--- config.mk ---
export PLATFORM = sky130hd
export DESIGN_NAME = swc_supervisor
export DESIGN_NICKNAME = d
export VERILOG_FILES = /design/src/swc_pkg.sv /design/src/swc_supervisor.sv /design/src/swc_clk_check.sv
export SDC_FILE = /design/constraint.sdc
export NUM_CORES = 1
export LEC_CHECK = 0
export ABC_AREA = 0
export BUFFER_PORTS_ARGS = -buffer_cell sky130_fd_sc_hd__buf_2
export CAP_MARGIN = 20
export CORE_MARGIN = 5
export CORE_UTILIZATION = 56
export DETAILED_ROUTE_END_ITERATION = 7
export PLACE_DENSITY = 0.76
export SLEW_MARGIN = 20
export SYNTH_ARGS = -nofsm -noshare
export SYNTH_HDL_FRONTEND = slang
export SYNTH_SLANG_ARGS = --single-unit
--- constraint.sdc ---
create_clock -name core_clk -period 1.8 [get_ports core_clk]
set_input_delay 0.36 -clock core_clk [delete_from_list [all_inputs] [get_ports core_clk]]
set_output_delay 0.36 -clock core_clk [all_outputs]
set_load 0.02 [all_outputs]
--- src/swc_pkg.sv ---
// Constants, service register layout and event states of the service window supervisor.
// Assumes a single instruction-cycle clock domain.
package swc_pkg;

  // Option configuration: supervisor enable bit (0 = active)
  localparam int          OPT_EN_BIT    = 2;

  // Service register layout, msb to lsb: window select, key, clock monitor enable
  typedef struct packed {
    logic [1:0] sel;
    logic [4:0] key;
    logic       cm;
  } swc_svr_t;

  localparam logic [4:0]  SVR_KEY       = 5'h0c;
  localparam logic [4:0]  SVR_KEY_READ  = 5'h00;
  localparam logic [1:0]  SVR_SEL_RST   = 2'h3;
  localparam logic        SVR_CM_RST    = 1'b1;

  // Service window limits in instruction cycles
  localparam logic [16:0] LOWER_LIMIT   = 17'h00800;
  localparam logic [16:0] UPPER_8K      = 17'h02000;
  localparam logic [16:0] UPPER_16K     = 17'h04000;
  localparam logic [16:0] UPPER_32K     = 17'h08000;
  localparam logic [16:0] UPPER_64K     = 17'h10000;

  // Low hold after the pin is seen low, inside the 16..32 cycle band
  localparam logic [5:0]  HOLD_MIN      = 6'h10;
  localparam logic [5:0]  HOLD_MAX      = 6'h20;
  localparam logic [5:0]  HOLD_CYCLES   = 6'h18;

  // Idle timer
  localparam int          IDLE_FLAG_BIT = 12;

  // Clock monitor: reference tick period and longest tolerated gap between edges
  localparam int          CMON_REF_PERIOD_US = 1000;
  localparam int          CMON_MAX_GAP_MS    = 50;
  localparam logic [7:0]  CMON_GAP_LIMIT     =
    8'((CMON_MAX_GAP_MS * 1000) / CMON_REF_PERIOD_US);

  // Event output states, Gray coded along run, pull, hold, release
  typedef enum logic [1:0] {
    EV_RUN  = 2'b00,
    EV_PULL = 2'b01,
    EV_HOLD = 2'b11,
    EV_REL  = 2'b10
  } swc_ev_state_t;

endpackage

--- src/swc_supervisor.sv ---
// Service window timer with clock monitor driving one active-low event pin.
// Assumes all inputs synchronous to core_clk; the pin pullup and threshold sit outside.
//
// Operation
// - Enable bit zero makes pin the event output
// - Timer and monitor inactive while reset held
// - Reset leaves longest window and monitor enabled
// - Single first keyed write fixes window, monitor
// - Later writes compared, never stored
// - Matching service restarts; any mismatch fires event
// - Bad key on first write fires event
// - Event output active low, released to pullup
// - Hold low 16-32 cycles after pin low
// - Window restarts when pin returns high
// - Service ignored while event pin low
// - Clock error holds low, releases after hold
// - Accept above 10 kHz, reject below 10 Hz
// - Key field reads back as zeros
// - Window timer frozen in halt and idle
// - Clock monitor stays active in halt, idle
// - RC without delay: window resumes after halt
// - Crystal or delay set: window reloads after halt
// - Idle exit performs automatic service
// - Idle flag sets on bit twelve toggle
// - First service accepted anywhere in maximum window
// - Lower limit 2048, upper 8k to 64k
// - Register: select 7:6, key 5:1, monitor 0
`timescale 1ns/10ps
`default_nettype none
module swc_supervisor
  import swc_pkg::*;
(
  // Clock and resets
  input  wire logic       core_clk,
  input  wire logic       rst,
  input  wire logic       power_on_rst,
  // Option configuration
  input  wire logic [7:0] option_config_register,
  // Service register access
  input  wire logic       svr_wr,
  input  wire logic       svr_rd,
  input  wire logic [7:0] svr_wdata,
  output var  logic [7:0] svr_rdata,
  // Low-power modes and oscillator options
  input  wire logic       halt_mode,
  input  wire logic       idle_mode,
  input  wire logic       rc_osc_option,
  input  wire logic       clock_delay_bit,
  // Idle timer
  input  wire logic       idle_pend_clr,
  output var  logic       idle_timer_pending_flag,
  // Clock monitor probes
  input  wire logic       osc_probe,
  input  wire logic       ref_tick,
  // Port G bit one pin
  input  wire logic       port_g_bit_one_pin_in,
  output var  logic       port_g_bit_one_pin_out,
  output var  logic       port_g_bit_one_pin_oe_n,
  // Port G bit one as plain port
  input  wire logic       gpio_out,
  input  wire logic       gpio_oe_n,
  // Status
  output var  logic       sup_active
);

  swc_ev_state_t state_r;
  swc_ev_state_t state_nxt;
  swc_svr_t      wd;
  logic          sup_en_r;
  logic [1:0]    sel_r;
  logic          cm_en_r;
  logic          first_done_r;
  logic [16:0]   cnt_r;
  logic [16:0]   upper_lim;
  logic [5:0]    hold_cnt_r;
  logic          halt_d_r;
  logic          idle_d_r;
  logic [15:0]   idle_cnt_r;
  logic          cm_err;
  logic          frozen;
  logic          halt_exit;
  logic          idle_exit;
  logic          halt_reload;
  logic          svc;
  logic          key_ok;
  logic          match;
  logic          first_ok;
  logic          svc_ok;
  logic          svc_err;
  logic          expire;
  logic          tmr_err;
  logic          drive_low_nxt;
  logic          idle_tgl;

  function automatic logic [16:0] upper_of(input logic [1:0] sel);
    case (sel)
      2'h0:    upper_of = UPPER_8K;
      2'h1:    upper_of = UPPER_16K;
      2'h2:    upper_of = UPPER_32K;
      default: upper_of = UPPER_64K;
    endcase
  endfunction

  // Supervisor enable follows the option bit, off during reset
  always_ff @(posedge core_clk or posedge rst)
  begin
    if (rst)
      sup_en_r <= 1'b0;
    else
      sup_en_r <= ~option_config_register[OPT_EN_BIT];
  end

  swc_clk_check u_clk_check (
    .core_clk  (core_clk),
    .rst       (rst),
    .enable    (sup_en_r && cm_en_r),
    .osc_probe (osc_probe),
    .ref_tick  (ref_tick),
    .freq_err  (cm_err)
  );
  // Monitor is not gated by halt or idle, so a stopped clock in halt is flagged

  assign wd          = swc_svr_t'(svr_wdata);
  assign upper_lim   = upper_of(sel_r);
  assign frozen      = halt_mode | idle_mode;
  assign halt_exit   = halt_d_r & ~halt_mode;
  assign idle_exit   = idle_d_r & ~idle_mode;
  assign halt_reload = halt_exit & ~(rc_osc_option & ~clock_delay_bit);
  assign svc         = sup_en_r && svr_wr && (state_r == EV_RUN) && port_g_bit_one_pin_in;
  assign key_ok      = (wd.key == SVR_KEY);
  assign match       = key_ok && (wd.sel == sel_r) && (wd.cm == cm_en_r);
  assign first_ok    = svc && !first_done_r && key_ok;
  assign svc_ok      = svc && first_done_r && match && (cnt_r >= LOWER_LIMIT);
  assign svc_err     = svc && !(first_ok || svc_ok);
  assign expire      = sup_en_r && (state_r == EV_RUN) && !frozen && (cnt_r == upper_lim);
  assign tmr_err     = svc_err | expire;

  always_ff @(posedge core_clk or posedge rst)
  begin
    if (rst)
    begin
      halt_d_r <= 1'b0;
      idle_d_r <= 1'b0;
    end
    else
    begin
      halt_d_r <= halt_mode;
      idle_d_r <= idle_mode;
    end
  end

  // First write locks window select and monitor enable; only a valid key loads them
  always_ff @(posedge core_clk or posedge rst)
  begin
    if (rst)
    begin
      sel_r        <= SVR_SEL_RST;
      cm_en_r      <= SVR_CM_RST;
      first_done_r <= 1'b0;
    end
    else if (svc && !first_done_r)
    begin
      first_done_r <= 1'b1;
      if (key_ok)
      begin
        sel_r   <= wd.sel;
        cm_en_r <= wd.cm;
      end
    end
  end

  // Window counter
  always_ff @(posedge core_clk or posedge rst)
  begin
    if (rst)
      cnt_r <= 17'h00000;
    else if (!sup_en_r || state_r != EV_RUN)
      cnt_r <= 17'h00000;
    else if (first_ok || svc_ok)
      cnt_r <= 17'h00000;
    else if (idle_exit)
      cnt_r <= 17'h00000;
    else if (halt_reload)
      cnt_r <= 17'h00000;
    else if (!frozen)
      cnt_r <= cnt_r + 17'h00001;
  end

  // Event sequencing
  always_comb
  begin
    state_nxt = state_r;
    case (state_r)
      EV_RUN:
        if (tmr_err || cm_err)
          state_nxt = EV_PULL;
      EV_PULL:
        if (!port_g_bit_one_pin_in && !cm_err)
          state_nxt = EV_HOLD;
      EV_HOLD:
        if (cm_err)
          state_nxt = EV_PULL;
        else if (hold_cnt_r == HOLD_CYCLES - 6'h01)
          state_nxt = EV_REL;
      EV_REL:
        if (cm_err)
          state_nxt = EV_PULL;
        else if (port_g_bit_one_pin_in)
          state_nxt = EV_RUN;
      default:
        state_nxt = EV_RUN;
    endcase
    if (!sup_en_r)
      state_nxt = EV_RUN;
  end

  always_ff @(posedge core_clk or posedge rst)
  begin
    if (rst)
      state_r <= EV_RUN;
    else
      state_r <= state_nxt;
  end

  always_ff @(posedge core_clk or posedge rst)
  begin
    if (rst)
      hold_cnt_r <= 6'h00;
    else if (state_r == EV_HOLD)
      hold_cnt_r <= hold_cnt_r + 6'h01;
    else
      hold_cnt_r <= 6'h00;
  end

  // Pin drive: open-drain low only while sup_en_r is set, released to the external pullup; else gpio_out and gpio_oe_n pass through
  assign drive_low_nxt = (state_nxt == EV_PULL) || (state_nxt == EV_HOLD);

  always_ff @(posedge core_clk or posedge rst)
  begin
    if (rst)
    begin
      port_g_bit_one_pin_out  <= 1'b0;
      port_g_bit_one_pin_oe_n <= 1'b1;
    end
    else if (sup_en_r)
    begin
      port_g_bit_one_pin_out  <= 1'b0;
      port_g_bit_one_pin_oe_n <= ~drive_low_nxt;
    end
    else
    begin
      port_g_bit_one_pin_out  <= gpio_out;
      port_g_bit_one_pin_oe_n <= gpio_oe_n;
    end
  end

  always_ff @(posedge core_clk or posedge rst)
  begin
    if (rst)
      sup_active <= 1'b0;
    else
      sup_active <= sup_en_r;
  end

  // Read hides the key
  always_ff @(posedge core_clk or posedge rst)
  begin
    if (rst)
      svr_rdata <= 8'h00;
    else if (svr_rd)
      svr_rdata <= {sel_r, SVR_KEY_READ, cm_en_r};
  end

  // Idle timer: only power-on reset clears it
  assign idle_tgl = !halt_mode && (&idle_cnt_r[IDLE_FLAG_BIT-1:0]);

  always_ff @(posedge core_clk or posedge power_on_rst)
  begin
    if (power_on_rst)
      idle_cnt_r <= 16'h0000;
    else if (!halt_mode)
      idle_cnt_r <= idle_cnt_r + 16'h0001;
  end

  // Set wins over a clear in the same cycle
  always_ff @(posedge core_clk or posedge rst)
  begin
    if (rst)
      idle_timer_pending_flag <= 1'b0;
    else if (idle_tgl)
      idle_timer_pending_flag <= 1'b1;
    else if (idle_pend_clr)
      idle_timer_pending_flag <= 1'b0;
  end
endmodule
`default_nettype wire

--- src/swc_clk_check.sv ---
// Clock frequency check: flags a gap between oscillator edges that is too long.
// Assumes osc_probe and ref_tick are synchronous; ref_tick comes from an independent timebase.
`timescale 1ns/10ps
`default_nettype none
module swc_clk_check
  import swc_pkg::*;
(
  // Clock and reset
  input  wire logic core_clk,
  input  wire logic rst,
  // Control
  input  wire logic enable,
  // Sensed oscillator and reference
  input  wire logic osc_probe,
  input  wire logic ref_tick,
  // Result
  output var  logic freq_err
);

  logic       osc_d_r;
  logic [7:0] gap_r;
  logic       osc_edge;

  assign osc_edge = osc_probe & ~osc_d_r;

  always_ff @(posedge core_clk or posedge rst)
  begin
    if (rst)
      osc_d_r <= 1'b0;
    else
      osc_d_r <= osc_probe;
  end

  // Gap of 50 ms, a 20 Hz period, rejects, edges faster than 10 kHz always clear it
  always_ff @(posedge core_clk or posedge rst)
  begin
    if (rst)
      gap_r <= 8'h00;
    else if (!enable || osc_edge)
      gap_r <= 8'h00;
    else if (ref_tick && gap_r != CMON_GAP_LIMIT)
      gap_r <= gap_r + 8'h01;
  end

  always_ff @(posedge core_clk or posedge rst)
  begin
    if (rst)
      freq_err <= 1'b0;
    else
      freq_err <= enable && (gap_r == CMON_GAP_LIMIT) && !osc_edge;
  end
endmodule
`default_nettype wire

==> metrics.md <==
| Metric | Value |
|---|---|
| Leakage power | 1.49 nW |
| Non-filler cells, final | about 400 |
| Critical Path Max Stage Delay | ~0.60 ns |
| IO buf count | 30 |
| Final hold violation count | 0 |
| Max Fclk | about 600 MHz |
| Top sig layer | met4 |
| Setup crit end kind | register |
| First-pass GRT wire length | between 9 and 10 mm |
| Final TNS setup | 0 ns |
| Min-Delay Path Class | in -> async |
| I/O pins | 43 |
| # Max-Cap Violations | 0 |
| Total CTS buffers | 9 |
| Final net count | approximately 360 |
| Slew Limit Fails | 0 |
| Startpoint types | register |
| Final worst path period share | a little over 90% |
| Met1 wire length | between 2 and 2.5 mm |
| Max FO, Critical Path | 17 |
| Vias in the first global route | 2,111 |
| WL met3 | ~250 um |
| Postcts setup bufs | 0 |
| Cell area after layout | approximately 3300 um2 |
| Initial core utilization | 57.0% |
| Post-DP Area | 3150 um2 |
| Met2 WL post-DR | approximately 2.5 mm |
| CP arrival | between 1.5 and 2 ns |
| Core area | slightly above 5000 um2 |
| Dpl hpwl | 3.80 mm |
| Vias | between 2,000 and 2,500 |
| Pin count of the biggest net entering global routing | 42 |
| Pwr Density | 876 nW/um2 |
| Synth Area in Simple Gates | between 20% and 30% |
| Die Ht | slightly above 80 um |
| Largest family of logic cells by synthesized area | simple AND/OR/NAND/NOR gates |
| Pre-CTS WS | around 0.11 ns |
| CTS tree | done |
| Avg Cell Area, Syn | slightly above 10 um2 |
| Vias/cell | between 5 and 6 |
| GRT overflow | 0 |
| Synth Area in XOR/XNOR | between 10 and 15% |
| Reg2Reg Setup Slack | ~0.17 ns |
| Max VDD drop | between 0.5 and 0.6 mV |
| CTS H-tree depth | 3 |
| Fin crit period | approximately 1.6 ns |
| Seq/Total Area, Yosys | between 50% and 60% |
| Post-layout util | 65.9% |
| Share of cells above drive strength 1 | just over 20% |
| Clk root buf | clkbuf_8 |
| Post-synth cell types | 39 |
| Clock Latency Late Sink | approximately 0.34 ns |
| Fillers | ~420 |
| DR DRC count | 0 |
| Compound-Gate Fraction of Synth Area | 4.50% |
| Cells after DPL | approximately 380 |
| Die area | about 6700 um2 |
| WL final | approximately 5.3 mm |
| CTS clk-pin slew, worst paths | roughly 0.06 ns |
| Outcome | complete, no violations |
| RSZ-0062 raised after global routing | false |
| P&R area growth vs syn | 15.6% |
| Crit Reg-Reg Endpoint | cnt_r[12] |
| CP Cell Sequence | xor2_1, o31ai_1, nand4_1, nand3_4, nor2_1 |
| YS warnings | 0 |
| Setup CP Type | reg -> reg |
| Sink Count | 61 |
| Die width | just over 80 um |
| Drt pass-1 iters | 4 |
| Clock skew | 0.00768 ns |
| Synthesized area | around 2900 um2 |
| Crit path required time | between 2 and 2.5 ns |
| Post-Synth Adder-Cell Area | under 10% |
| Drt wl/cell | about 13 um |
| Global Route Usage Sum | 18.4% |
| Reg2reg start | sel_r[1] |
| Setup ws final | between 0.15 and 0.2 ns |
| CP max stage cell | dfstp_2 |
| Final setup fails | 0 |
| Flops & latches, synth | 61 |
| Gate Count Post-Synth | about 280 |
| Drt first-iter violations | between 70 and 80 |
| Gp weighted congestion | between 0.8 and 0.9 |
| Reg2Reg Depth | 5 |
| Initial antenna violation count | 0 |
| Clock buffer depth | 2 |
| Post-synthesis mux area share | 2.34% |
| Num rows | 26 |
| Ant diodes | 0 |
| Routed Antenna Nets | 0 |
[how the worst max path moves through the flow]
stage,start,end,slack (ns),depth (start not counted)
3_3_place_gp,svr_wdata[2],cnt_r[13],0.11,6
2_1_floorplan,cnt_r[0],cnt_r[10],0.25,6
5_1_grt,sel_r[1],cnt_r[8],0.02,5
3_5_place_dp,svr_wdata[2],cnt_r[8],0.11,6
4_1_cts,sel_r[1],cnt_r[9],0.10,5
6_report,sel_r[1],cnt_r[12],0.17,5
[metrics by stage]
step	hold WS [ns]	total power, mW
after global routing	0.0410	3.09
after floorplan	0.225	1.78
final	0.0148	2.93
after detailed placement	0.290	1.88
after global placement	0.280	1.86
after CTS	0.0167	2.97
[cells in the mapped netlist]
cell type	instances	area, um2
and4_1	3	26.3
nor2b_1	1	6.26
nor3b_2	2	25.0
nand4b_1	1	8.76
or3_4	1	11.3
o31ai_1	1	7.51
nor2_1	40	150
a32oi_1	1	8.76
a21o_1	1	7.51
ha_1	6	75.1
inv_1	15	56.3
dfstp_2	4	105
o211ai_1	1	7.51
nor3_1	5	25.0
or4_4	1	11.3
nand2_1	25	93.8
xor2_1	18	158
nor2_2	2	12.5
nor4b_1	1	8.76
o211a_1	1	10.0
conb_1	1	3.75
a211oi_1	1	7.51
mux2_2	6	67.6
nand4_1	14	87.6
or3_1	3	18.8
o21ai_0	7	35.0
dfrtp_1	57	1430
xnor2_1	22	193
o21a_1	1	7.51
nand2b_1	2	12.5
buf_2	1	5.00
and3b_1	1	8.76
nand3_1	9	45.0
buf_4	6	45.0
nand3_2	2	20.0
nor4_1	5	31.3
a21oi_1	6	30.0
o32ai_1	1	8.76
and3_1	4	25.0
[cell type report]
cell class	count	area, um2	share of cell area (%)
Clock buffer	14	163	4.87
Clock inverter	2	10.0	0.299
Inverter	15	56.3	1.68
Multi-Input combinational cell	200	1280	38.2
Sequential cell	61	1530	45.8
Tap cell	70	87.6	2.62
Timing Repair Buffer	37	218	6.51
[power breakdown]
| part | total, mW | switching (mW) | leakage [nW] | internal [mW] |
|---|---|---|---|---|
| logic | 0.308 | 0.166 | 0.600 | 0.142 |
| clock network | 1.06 | 0.486 | 0.0905 | 0.571 |
| registers | 1.56 | 0.0911 | 0.802 | 1.47 |
[routing by layer]
| metal | up-vias | track usage (%) |
|---|---|---|
| li1 | 1029 | - |
| met1 | 998 | 23.2 |
| met2 | 43 | 28.7 |
| met3 | 10 | 5.59 |
| met4 | 0 | 8.97 |
| met5 | - | 0 |
[what timing repair did]
action,CTS,global route
resized for setup,0,1
setup endpoints to repair,0,16
hold buffers,1,0
hold endpoints to repair,7,0
[state kept, by name (all words and copies together), names as in the netlist]
name	flops
cnt_r	17
idle_cnt_r	12
u_clk_check.gap_r	8
hold_cnt_r	6
svr_rdata	3
sel_r	2
state_r	2
cm_en_r	1
first_done_r	1
halt_d_r	1
idle_d_r	1
idle_timer_pending_flag	1
port_g_bit_one_pin_oe_n	1
port_g_bit_one_pin_out	1
sup_active	1
sup_en_r	1
u_clk_check.freq_err	1
u_clk_check.osc_d_r	1
[critical path: cells and delay by family, from the launching register on]
kind,cells,cell delay (ns)
compound gates,1,0.34
flops,1,0.60
simple gates,3,0.49
xor+xnor,1,0.08
[cells by family (layout without fill, tap and decap cells)]
kind of cell | Yosys count | count (layout)
xor gates and xnor gates | 40 | 40
other | 1 | 5
adders and majority gates | 6 | 6
DFF | 61 | 61
muxes | 6 | 6
AOI/OAI and AO/OA | 21 | 21
buffers and inverters | 22 | 68
and+or+nand+nor | 122 | 122
[cell usage in the layout, fill, tap and decap left out, types with 2 or more instances in the layout]
cell type,netlist,routed
or3_1,3,3
nor3_1,5,5
dfstp_2,4,4
nor3b_2,2,2
and3_1,4,4
xor2_1,18,18
ha_1,6,6
conb_1,1,5
nand3_1,9,9
xnor2_1,22,22
nor2_2,2,2
dfrtp_1,57,57
o21ai_0,7,7
nor2_1,40,40
buf_4,6,5
mux2_2,6,6
nand2b_1,2,2
clkinv_2,0,2
clkbuf_1,0,3
nand2_1,25,25
clkbuf_8,0,11
nor4_1,5,5
inv_1,15,14
a21oi_1,6,6
nand4_1,14,14
buf_2,1,30
and4_1,3,3
(Power assumes the default switching activity.)
